## config.mk

```make
export PLATFORM = sky130hd
export DESIGN_NAME = ctrl_port_slave
export DESIGN_NICKNAME = d
export VERILOG_FILES = /design/src/ctrl_port_slave.v
export VERILOG_INCLUDE_DIRS = /design/src
export SDC_FILE = /design/constraint.sdc
export NUM_CORES = 1
export LEC_CHECK = 0
export ABC_AREA = 1
export BUFFER_PORTS_ARGS = -buffer_cell sky130_fd_sc_hd__buf_2
export CAP_MARGIN = 20
export CORE_UTILIZATION = 39
export CTS_CLUSTER_DIAMETER = 40
export DETAILED_ROUTE_END_ITERATION = 7
export PLACE_DENSITY = 0.6
export SLEW_MARGIN = 20
export SYNTH_ARGS = -nofsm -noshare
export SYNTH_HDL_FRONTEND = slang
export SYNTH_SLANG_ARGS = --single-unit
```

## constraint.sdc

```tcl
create_clock -name sys_clk_i -period 12.95 [get_ports sys_clk_i]
set_input_delay 0.6475 -clock sys_clk_i [delete_from_list [all_inputs] [get_ports sys_clk_i]]
set_output_delay 0.6475 -clock sys_clk_i [all_outputs]
set_load 0.005 [all_outputs]
```

## src/ctrl_port_defines.vh

```
// Constants shared by the control port: bus identifiers, register map and SPI word layout.
`ifndef CTRL_PORT_DEFINES_VH
`define CTRL_PORT_DEFINES_VH

// Two-wire bus identifiers, direction bit included, chosen by the address pin.
`define DEV_ID_SEL_LOW   8'h34
`define DEV_ID_SEL_HIGH  8'h36
`define DEV_ID_DIR_BIT   0

// Register map.
`define REG_PART_ID      8'h00
`define REG_SILICON_REV  8'h01
`define REG_VOL_UPD_A    8'h06
`define REG_VOL_UPD_B    8'h07
`define REG_RESET_VALUE  16'h0000
`define REV_FIELD_MSB    2

// SPI control word layout.
`define SPI_WORD_BITS    24
`define SPI_DIR_BIT      23
`define SPI_ADDR_MSB     22
`define SPI_ADDR_LSB     16
`define SPI_DATA_MSB     15

// Reset levels of the pin synchroniser: sclk, sda and chip select idle high.
`define PIN_SYNC_RESET   6'h07

`endif

```

## src/ctrl_port_slave.v

```verilog
// Dual-mode serial control port slave: two-wire bus or write-only SPI, with register file.
//
// Summary of operation
// - Select pin low picks two-wire mode, high picks SPI, floating disables the port.
// - Register readback exists only in two-wire mode; SPI never drives data.
// - Two-wire data line is only pulled low, never driven high.
// - Bus identifier is 34h with address pin low, 36h with it high.
// - Identifier bit zero gives direction: one reads, zero writes.
// - Start is data falling with clock high; stop is data rising with clock high.
// - After a start, eight bits are shifted in MSB first as identifier byte.
// - A matching identifier is acknowledged by holding data low for one clock pulse.
// - Wrong identifier or direction gets no acknowledge; port idles until next start.
// - After identifier, register address and data, the port returns to idle.
// - A start or stop out of place aborts the transfer to idle.
// - Only single register writes and reads; register addresses are eight bits.
// - SPI word: zero direction bit, 7-bit address, 16 data bits, MSB first.
// - In SPI mode each rising serial clock with chip select low shifts one data bit in.
// - Chip-select rising commits the last 24 bits as one register write.
// - Volume update registers six and seven are unreachable over SPI.
// - Any write to address zero returns all registers to defaults.
// - Reading address zero returns the fixed part identification code.
// - Reading address one returns the silicon revision in bits two to zero.
// - Writes are ignored during power-on reset; afterwards registers hold defaults.
`timescale 1ns/1ps
`include "ctrl_port_defines.vh"

module ctrl_port_slave #(
    parameter        NREG     = 16,
    parameter [15:0] PART_ID  = 16'h5a5a,   // Arbitrary value.
    parameter [2:0]  REV_CODE = 3'h5        // Arbitrary value.
) (
    // Clock and reset.
    input  wire        sys_clk_i,
    input  wire        rstn_i,
    // Power-on reset from the supply monitor, low while held in reset.
    input  wire        por_n_i,
    // Interface select pin, seen as a level and a separate floating indication.
    input  wire        interface_select_pin_i,
    input  wire        interface_select_float_i,
    // Serial pins.
    input  wire        sclk_i,
    input  wire        sda_i,
    output wire        sda_o,
    output wire        sda_oe_o,
    input  wire        csn_i,
    // Register write notification to the rest of the device.
    output reg         reg_wr_o,
    output reg  [7:0]  reg_addr_o,
    output reg  [15:0] reg_data_o,
    output reg         soft_reset_o,
    // Port status.
    output wire        hw_mode_o
);

    // One-hot states of the two-wire engine.
    localparam [4:0] S_IDLE = 5'h01;
    localparam [4:0] S_RX   = 5'h02;
    localparam [4:0] S_ACK  = 5'h04;
    localparam [4:0] S_TX   = 5'h08;
    localparam [4:0] S_MACK = 5'h10;

    reg  [1:0]  rst_sync_r;
    wire        rst_n;
    reg  [5:0]  sync1_r;
    reg  [5:0]  sync2_r;
    reg  [5:0]  sync3_r;
    reg  [5:0]  pin_r;
    reg  [5:0]  pin_d_r;
    wire [5:0]  pin_nxt;
    wire        scl_rise;
    wire        scl_fall;
    wire        sda_rise;
    wire        sda_fall;
    wire        cs_rise;
    wire        i2c_en;
    wire        spi_en;
    wire        por_ok;
    wire        start_ev;
    wire        stop_ev;
    reg  [4:0]  state_r;
    reg  [3:0]  bitcnt_r;
    reg  [1:0]  byte_idx_r;
    reg  [7:0]  shift_r;
    reg  [7:0]  tx_r;
    reg  [7:0]  addr_r;
    reg  [7:0]  data_hi_r;
    reg         rd_r;
    reg         rep_ok_r;
    reg         mack_r;
    reg         sda_oe_r;
    reg  [23:0] spi_sr_r;
    wire [7:0]  dev_id;
    wire        byte_done;
    wire        i2c_wr;
    wire        spi_wr;
    wire        spi_blocked;
    wire        wr_go;
    wire [7:0]  wr_addr;
    wire [15:0] wr_data;
    reg  [15:0] rd_val;
    reg  [15:0] regs_r [0:NREG-1];
    integer     k;

    // Reset release through two flops so every flop leaves reset on the same edge.
    always @(posedge sys_clk_i or negedge rstn_i) begin
        if (!rstn_i) begin
            rst_sync_r <= 2'h0;
        end else begin
            rst_sync_r <= {rst_sync_r[0], 1'b1};
        end
    end
    assign rst_n = rst_sync_r[1];

    // Three-flop pin synchroniser; a level is accepted once stages two and three agree.
    always @(posedge sys_clk_i or negedge rst_n) begin
        if (!rst_n) begin
            sync1_r <= `PIN_SYNC_RESET;
            sync2_r <= `PIN_SYNC_RESET;
            sync3_r <= `PIN_SYNC_RESET;
            pin_r   <= `PIN_SYNC_RESET;
            pin_d_r <= `PIN_SYNC_RESET;
        end else begin
            sync1_r <= {por_n_i, interface_select_float_i, interface_select_pin_i, csn_i, sda_i, sclk_i};
            sync2_r <= sync1_r;
            sync3_r <= sync2_r;
            pin_r   <= pin_nxt;
            pin_d_r <= pin_r;
        end
    end
    // Bitwise hold-unless-agreed; this also rejects glitches shorter than a clock.
    assign pin_nxt = (sync2_r & sync3_r) | (pin_r & (sync2_r | sync3_r));

    // Edges of the filtered pins.
    assign scl_rise = pin_r[0] & ~pin_d_r[0];
    assign scl_fall = ~pin_r[0] & pin_d_r[0];
    assign sda_rise = pin_r[1] & ~pin_d_r[1];
    assign sda_fall = ~pin_r[1] & pin_d_r[1];
    assign cs_rise  = pin_r[2] & ~pin_d_r[2];

    // Mode decode from the select pin.
    assign hw_mode_o = pin_r[4];
    assign i2c_en    = ~pin_r[4] & ~pin_r[3];
    assign spi_en    = ~pin_r[4] & pin_r[3];
    assign por_ok    = pin_r[5];

    // Bus conditions; the clock must be high both before and after the data edge.
    assign start_ev = i2c_en & sda_fall & pin_r[0] & pin_d_r[0];
    assign stop_ev  = i2c_en & sda_rise & pin_r[0] & pin_d_r[0];

    // Own identifier follows the address pin.
    assign dev_id    = pin_r[2] ? `DEV_ID_SEL_HIGH : `DEV_ID_SEL_LOW;
    assign byte_done = (state_r == S_RX) & scl_fall & (bitcnt_r == 4'h8);

    // The fourth byte of a write transaction commits the register.
    assign i2c_wr = i2c_en & byte_done & (byte_idx_r == 2'h3);

    // Readback value, addressed by the captured register address.
    always @* begin
        rd_val = 16'h0000;
        if (addr_r == `REG_PART_ID) begin
            rd_val = PART_ID;
        end else if (addr_r == `REG_SILICON_REV) begin
            rd_val = {13'h0000, REV_CODE};
        end else if (addr_r < NREG) begin
            rd_val = regs_r[addr_r[3:0]];
        end
    end

    // Two-wire slave engine.
    always @(posedge sys_clk_i or negedge rst_n) begin
        if (!rst_n) begin
            state_r    <= S_IDLE;
            bitcnt_r   <= 4'h0;
            byte_idx_r <= 2'h0;
            shift_r    <= 8'h00;
            tx_r       <= 8'h00;
            addr_r     <= 8'h00;
            data_hi_r  <= 8'h00;
            rd_r       <= 1'b0;
            rep_ok_r   <= 1'b0;
            mack_r     <= 1'b0;
            sda_oe_r   <= 1'b0;
        end else if (!i2c_en) begin
            // SPI and hardware modes keep the data pin released.
            state_r  <= S_IDLE;
            sda_oe_r <= 1'b0;
        end else if (stop_ev) begin
            state_r  <= S_IDLE;
            sda_oe_r <= 1'b0;
        end else if (start_ev) begin
            bitcnt_r   <= 4'h0;
            byte_idx_r <= 2'h0;
            sda_oe_r   <= 1'b0;
            if (state_r == S_IDLE) begin
                state_r  <= S_RX;
                rep_ok_r <= 1'b0;
            end else if ((state_r == S_RX) && (byte_idx_r == 2'h2) && (bitcnt_r <= 4'h1)) begin
                // Repeated start right after the register address opens a read.
                state_r <= S_RX;
            end else begin
                state_r <= S_IDLE;
            end
        end else begin
            case (state_r)
                S_RX: begin
                    if (scl_rise) begin
                        shift_r  <= {shift_r[6:0], pin_r[1]};
                        bitcnt_r <= bitcnt_r + 4'h1;
                    end else if (byte_done) begin
                        bitcnt_r <= 4'h0;
                        case (byte_idx_r)
                            2'h0: begin
                                // Reads are only valid once an address has been set.
                                if ((shift_r[7:1] == dev_id[7:1]) &&
                                    (!shift_r[`DEV_ID_DIR_BIT] || rep_ok_r)) begin
                                    rd_r     <= shift_r[`DEV_ID_DIR_BIT];
                                    state_r  <= S_ACK;
                                    sda_oe_r <= 1'b1;
                                end else begin
                                    state_r <= S_IDLE;
                                end
                            end
                            2'h1: begin
                                addr_r   <= shift_r;
                                rep_ok_r <= 1'b1;
                                state_r  <= S_ACK;
                                sda_oe_r <= 1'b1;
                            end
                            2'h2: begin
                                data_hi_r <= shift_r;
                                state_r   <= S_ACK;
                                sda_oe_r  <= 1'b1;
                            end
                            default: begin
                                state_r  <= S_ACK;
                                sda_oe_r <= 1'b1;
                            end
                        endcase
                    end
                end
                S_ACK: begin
                    if (scl_fall) begin
                        if (rd_r) begin
                            // First data bit goes out on the same fall that ends the acknowledge.
                            tx_r       <= rd_val[15:8];
                            sda_oe_r   <= ~rd_val[15];
                            byte_idx_r <= 2'h2;
                            state_r    <= S_TX;
                        end else if (byte_idx_r == 2'h3) begin
                            sda_oe_r <= 1'b0;
                            state_r  <= S_IDLE;
                        end else begin
                            sda_oe_r   <= 1'b0;
                            byte_idx_r <= byte_idx_r + 2'h1;
                            state_r    <= S_RX;
                        end
                    end
                end
                S_TX: begin
                    if (scl_rise) begin
                        bitcnt_r <= bitcnt_r + 4'h1;
                    end else if (scl_fall) begin
                        if (bitcnt_r == 4'h8) begin
                            bitcnt_r <= 4'h0;
                            sda_oe_r <= 1'b0;
                            state_r  <= S_MACK;
                        end else begin
                            tx_r     <= {tx_r[6:0], 1'b0};
                            sda_oe_r <= ~tx_r[6];
                        end
                    end
                end
                S_MACK: begin
                    if (scl_rise) begin
                        mack_r <= ~pin_r[1];
                    end else if (scl_fall) begin
                        if (mack_r && (byte_idx_r == 2'h2)) begin
                            tx_r       <= rd_val[7:0];
                            sda_oe_r   <= ~rd_val[7];
                            byte_idx_r <= 2'h3;
                            state_r    <= S_TX;
                        end else begin
                            state_r <= S_IDLE;
                        end
                    end
                end
                default: begin
                    sda_oe_r <= 1'b0;
                    state_r  <= S_IDLE;
                end
            endcase
        end
    end

    // Open-drain drive: the pin is only ever pulled low.
    assign sda_o    = 1'b0;
    assign sda_oe_o = sda_oe_r;

    // SPI shift register; chip select low frames the word.
    always @(posedge sys_clk_i or negedge rst_n) begin
        if (!rst_n) begin
            spi_sr_r <= 24'h000000;
        end else if (spi_en && !pin_r[2] && scl_rise) begin
            spi_sr_r <= {spi_sr_r[22:0], pin_r[1]};
        end
    end

    // Commit on chip-select rise; reads and the volume update pair are refused.
    assign spi_blocked = (spi_sr_r[`SPI_DIR_BIT] != 1'b0) ||
                         ({1'b0, spi_sr_r[`SPI_ADDR_MSB:`SPI_ADDR_LSB]} == `REG_VOL_UPD_A) ||
                         ({1'b0, spi_sr_r[`SPI_ADDR_MSB:`SPI_ADDR_LSB]} == `REG_VOL_UPD_B);
    assign spi_wr  = spi_en & cs_rise & ~spi_blocked;

    // One write path for both protocols; a power-on reset swallows it.
    assign wr_go   = por_ok & (i2c_wr | spi_wr);
    assign wr_addr = i2c_wr ? addr_r : {1'b0, spi_sr_r[`SPI_ADDR_MSB:`SPI_ADDR_LSB]};
    assign wr_data = i2c_wr ? {data_hi_r, shift_r} : spi_sr_r[`SPI_DATA_MSB:0];

    // Register file; power-on reset and writes to address zero restore defaults.
    always @(posedge sys_clk_i or negedge rst_n) begin
        if (!rst_n) begin
            for (k = 0; k < NREG; k = k + 1) begin
                regs_r[k] <= `REG_RESET_VALUE;
            end
        end else if (!por_ok) begin
            for (k = 0; k < NREG; k = k + 1) begin
                regs_r[k] <= `REG_RESET_VALUE;
            end
        end else if (wr_go) begin
            if (wr_addr == `REG_PART_ID) begin
                for (k = 0; k < NREG; k = k + 1) begin
                    regs_r[k] <= `REG_RESET_VALUE;
                end
            end else if ((wr_addr > `REG_SILICON_REV) && (wr_addr < NREG)) begin
                regs_r[wr_addr[3:0]] <= wr_data;
            end
        end
    end

    // Registered write notification; the revision register is read-only.
    always @(posedge sys_clk_i or negedge rst_n) begin
        if (!rst_n) begin
            reg_wr_o     <= 1'b0;
            reg_addr_o   <= 8'h00;
            reg_data_o   <= 16'h0000;
            soft_reset_o <= 1'b0;
        end else begin
            reg_wr_o     <= wr_go && (wr_addr != `REG_PART_ID) && (wr_addr != `REG_SILICON_REV);
            soft_reset_o <= (wr_go && (wr_addr == `REG_PART_ID)) || !por_ok;
            if (wr_go) begin
                reg_addr_o <= wr_addr;
                reg_data_o <= wr_data;
            end
        end
    end

endmodule // ctrl_port_slave

```

* Word-level counts from Yosys, hierarchy flattened
Cells that the tools add are included.
** Operators by class
- Mux-type cells :: 81
- Bitwise gates (word level) :: 41
- Order comparisons :: 7
- Add/sub/neg operators :: 2
- Equal/unequal tests :: 44
- Reductions and logical operators :: 40
** Operators by type and width (count)
- 256-bit two-way mux :: 4
- 256-bit bitwise mux :: 1
- 16-bit two-way mux :: 7
- 16-bit binary-select mux with 4-bit select :: 1
- 16-bit demux with 4-bit select :: 1
- 5-bit two-way mux :: 12
- 7-bit two-way mux :: 8
- 5-bit inequality test (second input constant) :: 9
- 4-bit two-way mux :: 8
- 8-bit AND reduction :: 3
- 2-bit two-way mux :: 11
- 1-bit two-way mux :: 21
- 7-bit case mux with 3 select lines :: 1
- 7-bit AND reduction :: 3
- 1-bit bitwise AND :: 20
- 5-bit case mux with 4 select lines :: 1
- 8-bit zero test :: 2
- 8-bit by 5-bit less-than comparator with 1-bit output (second input constant) :: 2
- 2-bit inequality test (second input constant) :: 8
- 4-bit inequality test (second input constant) :: 4
- 7-bit by 3-bit equality test with 1-bit output (second input constant) :: 2
- 1-bit inverter :: 14
- 6-bit bitwise AND :: 2
- 3-bit inequality test (second input constant) :: 4
- other kinds (40) :: 66
** Storage, ports and cells
- Register bits after elaboration :: 381
- Word-level logic and storage cells :: 253
- Output and inout port bits :: 29
- Bits of input ports :: 8

* Depth between registers and ports, before layout
- Depth after elaboration :: 17
- Gate-level depth with buffers :: 17
- Mapped depth without buffers :: 15

* Worst setup path after synthesis
OpenSTA, ideal clock, no wires.
- Kind :: flip-flop to flip-flop
- Start point :: reg pin_r[0]
- End point :: reg regs_r[127] (netlist bit)
- Setup time :: 0.118 ns
- Setup slack :: 10.516 ns
- Arrival :: 2.316 ns
- Required time :: 12.832 ns
- Cell stages (with the launch flop) :: 17
- Period minus slack after synthesis :: 2.434 ns
- Path buffers :: 4
- Cell sequence :: dfstp_2 -> inv_1 -> ha_1 -> inv_1 -> nor2_8 -> buf_4 -> nand4_1 -> nand3_1 -> nor2_2 -> nand2_1 -> nand2_4 -> nand2_1 -> buf_6 -> buf_6 -> buf_6 -> nand3_1 -> nand2_1
** On the way
- Longest elaborated chain between the ends :: 17
- Elaborated cells on any way between the ends :: 28
- Classes of those cells :: order compare: 4; eq/ne: 2; mux: 9; bitwise: 9; reduce/logical: 4
** RTL lines
- from (decl) :: RTL line ctrl_port_slave.v:67 : reg [5:0] pin_r;
- from (signal assigned) :: RTL line ctrl_port_slave.v:120 : pin_r <= `PIN_SYNC_RESET;
- from (signal assigned) :: RTL line ctrl_port_slave.v:126 : pin_r <= pin_nxt;
- 1-bit inverter * :: RTL line ctrl_port_slave.v:135 : assign scl_fall = ~pin_r[0] & pin_d_r[0];
- 1-bit bitwise AND * :: RTL line ctrl_port_slave.v:135
- 1-bit bitwise AND * (2 in a row) :: RTL line ctrl_port_slave.v:152 : assign byte_done = (state_r == S_RX) & scl_fall & (bitcnt_r == 4'h8);
- 1-bit bitwise AND * (2 in a row) :: RTL line ctrl_port_slave.v:155 : assign i2c_wr = i2c_en & byte_done & (byte_idx_r == 2'h3);
- 8-bit two-way mux :: RTL line ctrl_port_slave.v:316 : assign wr_addr = i2c_wr ? addr_r : {1'b0, spi_sr_r[`SPI_ADDR_MSB:`SPI_ADDR_LSB]};
- 4-bit inverter with 5-bit output (implied by the code) :: RTL line ctrl_port_slave.v:335 : regs_r[wr_addr[3:0]] <= wr_data;
- 5-bit >= comparator (implied by the code) or 5-bit by 1-bit less-than comparator with 1-bit output (tied branches) :: RTL line ctrl_port_slave.v:335
- 1-bit logical AND (implied by the code) :: RTL line ctrl_port_slave.v:335
- 16-bit two-way mux (implied by the code) :: RTL line ctrl_port_slave.v:335
- 16-bit demux with 4-bit select :: RTL line ctrl_port_slave.v:335
- 256-bit bitwise mux :: RTL line ctrl_port_slave.v:335
- 256-bit two-way mux :: RTL line ctrl_port_slave.v:334 : end else if ((wr_addr > `REG_SILICON_REV) && (wr_addr < NREG)) begin
- 256-bit two-way mux :: RTL line ctrl_port_slave.v:330 : if (wr_addr == `REG_PART_ID) begin
- 256-bit two-way mux :: RTL line ctrl_port_slave.v:329 : end else if (wr_go) begin
- 256-bit two-way mux :: RTL line ctrl_port_slave.v:325 : end else if (!por_ok) begin
- to (signal, indexed assignment) :: RTL line ctrl_port_slave.v:327 : regs_r[k] <= `REG_RESET_VALUE;
- to (signal, indexed assignment) :: RTL line ctrl_port_slave.v:332 : regs_r[k] <= `REG_RESET_VALUE;
- to (signal, indexed assignment) :: RTL line ctrl_port_slave.v:335
- to (decl) :: RTL line ctrl_port_slave.v:101 : reg [15:0] regs_r [0:NREG-1];
Every way passes the cells marked *; elsewhere a longest branch is shown, timed or not. The select of a mux whose other input is x is not followed.
A chain may end at the register's enable or synchronous reset.

* Worst setup path after layout
- Start point :: reg addr_r[2]
- End point :: reg regs_r[227] (netlist bit)
** On the way
- Longest elaborated chain between the ends :: 11
- Elaborated cells on any way between the ends :: 18
- Classes of those cells :: order compare: 4; eq/ne: 1; mux: 8; bitwise: 1; reduce/logical: 4
** RTL lines
- from (decl) :: RTL line ctrl_port_slave.v:85 : reg [7:0] addr_r;
- from (signal assigned) :: RTL line ctrl_port_slave.v:224 : addr_r <= shift_r;
- 8-bit two-way mux * :: RTL line ctrl_port_slave.v:316
- 4-bit inverter with 5-bit output (implied by the code) :: RTL line ctrl_port_slave.v:335
- 5-bit >= comparator (implied by the code) or 5-bit by 1-bit less-than comparator with 1-bit output (tied branches) :: RTL line ctrl_port_slave.v:335
- 1-bit logical AND (implied by the code) :: RTL line ctrl_port_slave.v:335
- 16-bit two-way mux (implied by the code) :: RTL line ctrl_port_slave.v:335
- 16-bit demux with 4-bit select :: RTL line ctrl_port_slave.v:335
- 256-bit bitwise mux :: RTL line ctrl_port_slave.v:335
- 256-bit two-way mux :: RTL line ctrl_port_slave.v:334
- 256-bit two-way mux :: RTL line ctrl_port_slave.v:330
- 256-bit two-way mux :: RTL line ctrl_port_slave.v:329
- 256-bit two-way mux :: RTL line ctrl_port_slave.v:325
Marked as above.

==> flow_summary_export.csv <==
group,metric,value,unit
sta,min_period,5140,ps
sta,hold_violations,0,
global_routing,grt_first_pass_wirelength,86300,microns
clocking,numCtsBuffers,55,
logic_synthesis,netlist_area,0.0181,sq mm
clocking,postCtsSetupBuffers,0,
power_and_ir_drop,p_leak,10.4,nW
sta,setup_viol,0,
final_layout,area_growth,13.1,%
final_layout,antenna_cells,0,
sta,slew_headroom,0.285,
sta,setup_ws,7810,ps
setup_path,rr_worst_depth,13,
logic_synthesis,ys_seq_area_frac,0.520,
power_and_ir_drop,power_density,151,mW/mm^2
flow_run,cap_violations,0,
place,dp_hpwl,33400,microns
setup_path,cp.arrival,5660,ps
setup_path,critPathRequiredTime,13460,ps
hold_path,holdPathStages,1,
place,port_buffers,35,
sta,worstMarginPinSlew,1070,ps
setup_path,start_kind,"flop",
logic_synthesis,ys_types,44,
global_routing,grt_pass1_vias,15100,
logic_synthesis,ys.flop_type,"dfrtp_1",
detailed_routing,viasPerCell,5.38,
sta,fmax,0.194,GHz
logic_synthesis,ys_warn_count,0,
floorplanning,die_h,217,microns
clocking,clk_pin_slew,60,ps
global_routing,grt.total_usage,0.234,
place,dp_slack,7690,ps
floorplanning,die_area,0.0472,sq mm
logic_synthesis,netlist_instances,2297,
setup_path,endpoint_kind,"flop",
global_routing,grt_max_degree,179,
floorplanning,core_area,0.0456,sq mm
clocking,cts_buffer_depth,3,
logic_synthesis,async_flop_share,1.00,
setup_path,worstSetupPathType,"reg2reg",
logic_synthesis,syn_nets,2314,
sta,slew_violations,0,
detailed_routing,drtIter0Drc,1735,
setup_path,r2r_end,"regs_r[227]",
floorplanning,die_w,217,microns
floorplanning,rows,78,
detailed_routing,remaining_drc_errors,0,
detailed_routing,ant_nets,0,
clocking,clk_latency,630,ps
sta,rsz0062_at_grt,"no",
setup_path,rrSetupSlack,7810,ps
logic_synthesis,avgSynthCellArea,7.87,sq um
detailed_routing,wl_per_cell,18.6,microns
logic_synthesis,ys_ff_latch,375,
sta,tns,0,ps
clocking,cts_max_level,2,
power_and_ir_drop,finalPower,0.00308,W
detailed_routing,dr.pass1.iters,5,
hold_path,min_path_type,"in2reg",
sta,fin_skew,39.7,ps
run_status,status,"completed",
floorplanning,start_util,0.397,
floorplanning,ios,37,
global_routing,antenna_found_initial,0,
detailed_routing,wirelength,54600,microns
global_routing,grt_overflow,0,
clocking,cts_tree,"done",
setup_path,crit_fanout,76,
clocking,cts-root-buf,"clkbuf_16",
setup_path,rr_startpoint,"addr_r[2]",
hold_path,hp-start,"csn_i",
hold_path,min_to,"sync1_r[2]",
detailed_routing,vias,15800,
final_layout,nFillCells,4468,
clocking,clock-sinks,375,
logic_synthesis,synth_edf_count,0,
power_and_ir_drop,ir_worst_vdd,0.122,mV
sta,post-route-period-util,0.397,
final_layout,drive_above_1_share,0.0995,
final_layout,layout.nets,2302,
place,gp_congestion,0.909,
flip-flops by register name, indices dropped and copies added, names as in the netlist, 3 cells and up:
name / flops
bitcnt_r: 4
tx_r: 7
spi_sr_r: 24
state_r: 5
data_hi_r: 8
pin_d_r: 3
addr_r: 8
sync2_r: 6
sync3_r: 6
reg_addr_o: 8
regs_r: 250
pin_r: 6
reg_data_o: 16
shift_r: 8
sync1_r: 6
worst max-delay path, cell delays in order (launching register included):
cell and delay, ps:
dfrtp_1 670, clkinv_1 790, nand4_1 330, nand2_1 150
nand2_1 160, nor2_1 70, nand2_1 100, nand2_4 150
nand2_4 470, buf_4 460, buf_16 330, buf_4 660
inv_2 380, nor2_1 180
layout by cell type (no fill, tap or decap), types with 27 or more instances in the layout:
cell / synthesis / routed
clkbuf_16: 0 / 55
nand3_1: 275 / 275
buf_4: 10 / 27
nor2_1: 197 / 194
nand2_1: 806 / 805
buf_2: 48 / 35
dfrtp_1: 359 / 357
a21oi_1: 40 / 40
o21ai_0: 176 / 176
nand4_1: 31 / 31
inv_1: 135 / 134
logic make-up after synthesis:
kind of cell / count (synthesis) / synth area share
AO/OA/AOI/OAI: 255 / 0.0758
XOR/XNOR: 2 / 0.000969
adder cells (fa/ha/maj): 15 / 0.00955
buffers and inverters: 286 / 0.0722
flip-flops: 375 / 0.520
multiplexers: 1 / 0.000623
other: 2 / 0.000415
AND/OR/NAND/NOR: 1361 / 0.320
power by group:
group          switching (W)  internal [W]  total [W]
combinational       0.000281     0.0000743   0.000356
clock               0.000604      0.000873    0.00148
sequential         0.0000290       0.00122    0.00124
Yosys cell counts (all sizes together) (2+ instances only):
library cell / instances / area share
o2111ai: 2 / 0.00097
conb: 2 / 0.00042
nor2: 210 / 0.047
inv: 142 / 0.029
a22oi: 12 / 0.0050
a31oi: 6 / 0.0021
nand3b: 2 / 0.00083
o211ai: 14 / 0.0058
dfstp: 16 / 0.023
clkinv: 8 / 0.0019
xor2: 2 / 0.00097
clkbuf: 48 / 0.010
o21ai: 176 / 0.049
nand3: 291 / 0.087
a21oi: 40 / 0.011
dfrtp: 359 / 0.50
nand4: 31 / 0.011
ha: 9 / 0.0062
nor3: 13 / 0.0036
buf: 88 / 0.031
maj3: 6 / 0.0033
nand2: 811 / 0.17
routing by layer:
metal	vias up	track usage	share of wire
met5	-	0	0
met4	0	0.0965	0.033
met3	108	0.0340	0.067
met2	585	0.354	0.44
met1	7698	0.335	0.46
li1	7366	-	-
metrics by stage:
| step | hold slack (ps) | std cells | cell area, sq um | utilization |
|---|---|---|---|---|
| finish | 114 | 2931 | 20400 | 0.449 |
| global route | 110 | 2931 | 20400 | 0.449 |
| CTS | 96.6 | 2929 | 20400 | 0.447 |
| detailed placement | 339 | 2825 | 18500 | 0.407 |
| global placement | 336 | 2825 | 18500 | 0.407 |
| floorplan | 331 | 2297 | 18100 | - |
area by class of cell:
class	count	area (sq um)	share of cell area
flip-flops and latches	375	9410	0.460
repair buffers	67	474	0.0232
inverters	150	567	0.0277
clock buffers	67	1480	0.0724
multi-input cells	1636	7400	0.362
well taps	600	751	0.0367
clock inverters	36	362	0.0177
worst max-delay path by stage:
stage	start	to	slack, ps	depth (start not counted)
final	addr_r[2]	regs_r[227]	7810	13
after global routing	addr_r[2]	regs_r[246]	7490	13
after CTS	addr_r[2]	regs_r[227]	7700	12
after detailed placement	addr_r[2]	regs_r[227]	7690	12
after global placement	addr_r[2]	regs_r[236]	7810	12
after floorplan	rst_sync_r[1]	addr_r[0]	1750	0
repair_timing:
| action | CTS | global route |
|---|---|---|
| hold buffers | 1 | 0 |
| hold endpoints to repair | 2 | 0 |
| resized for setup | 0 | 0 |
Power figures use the tool's default switching activity.
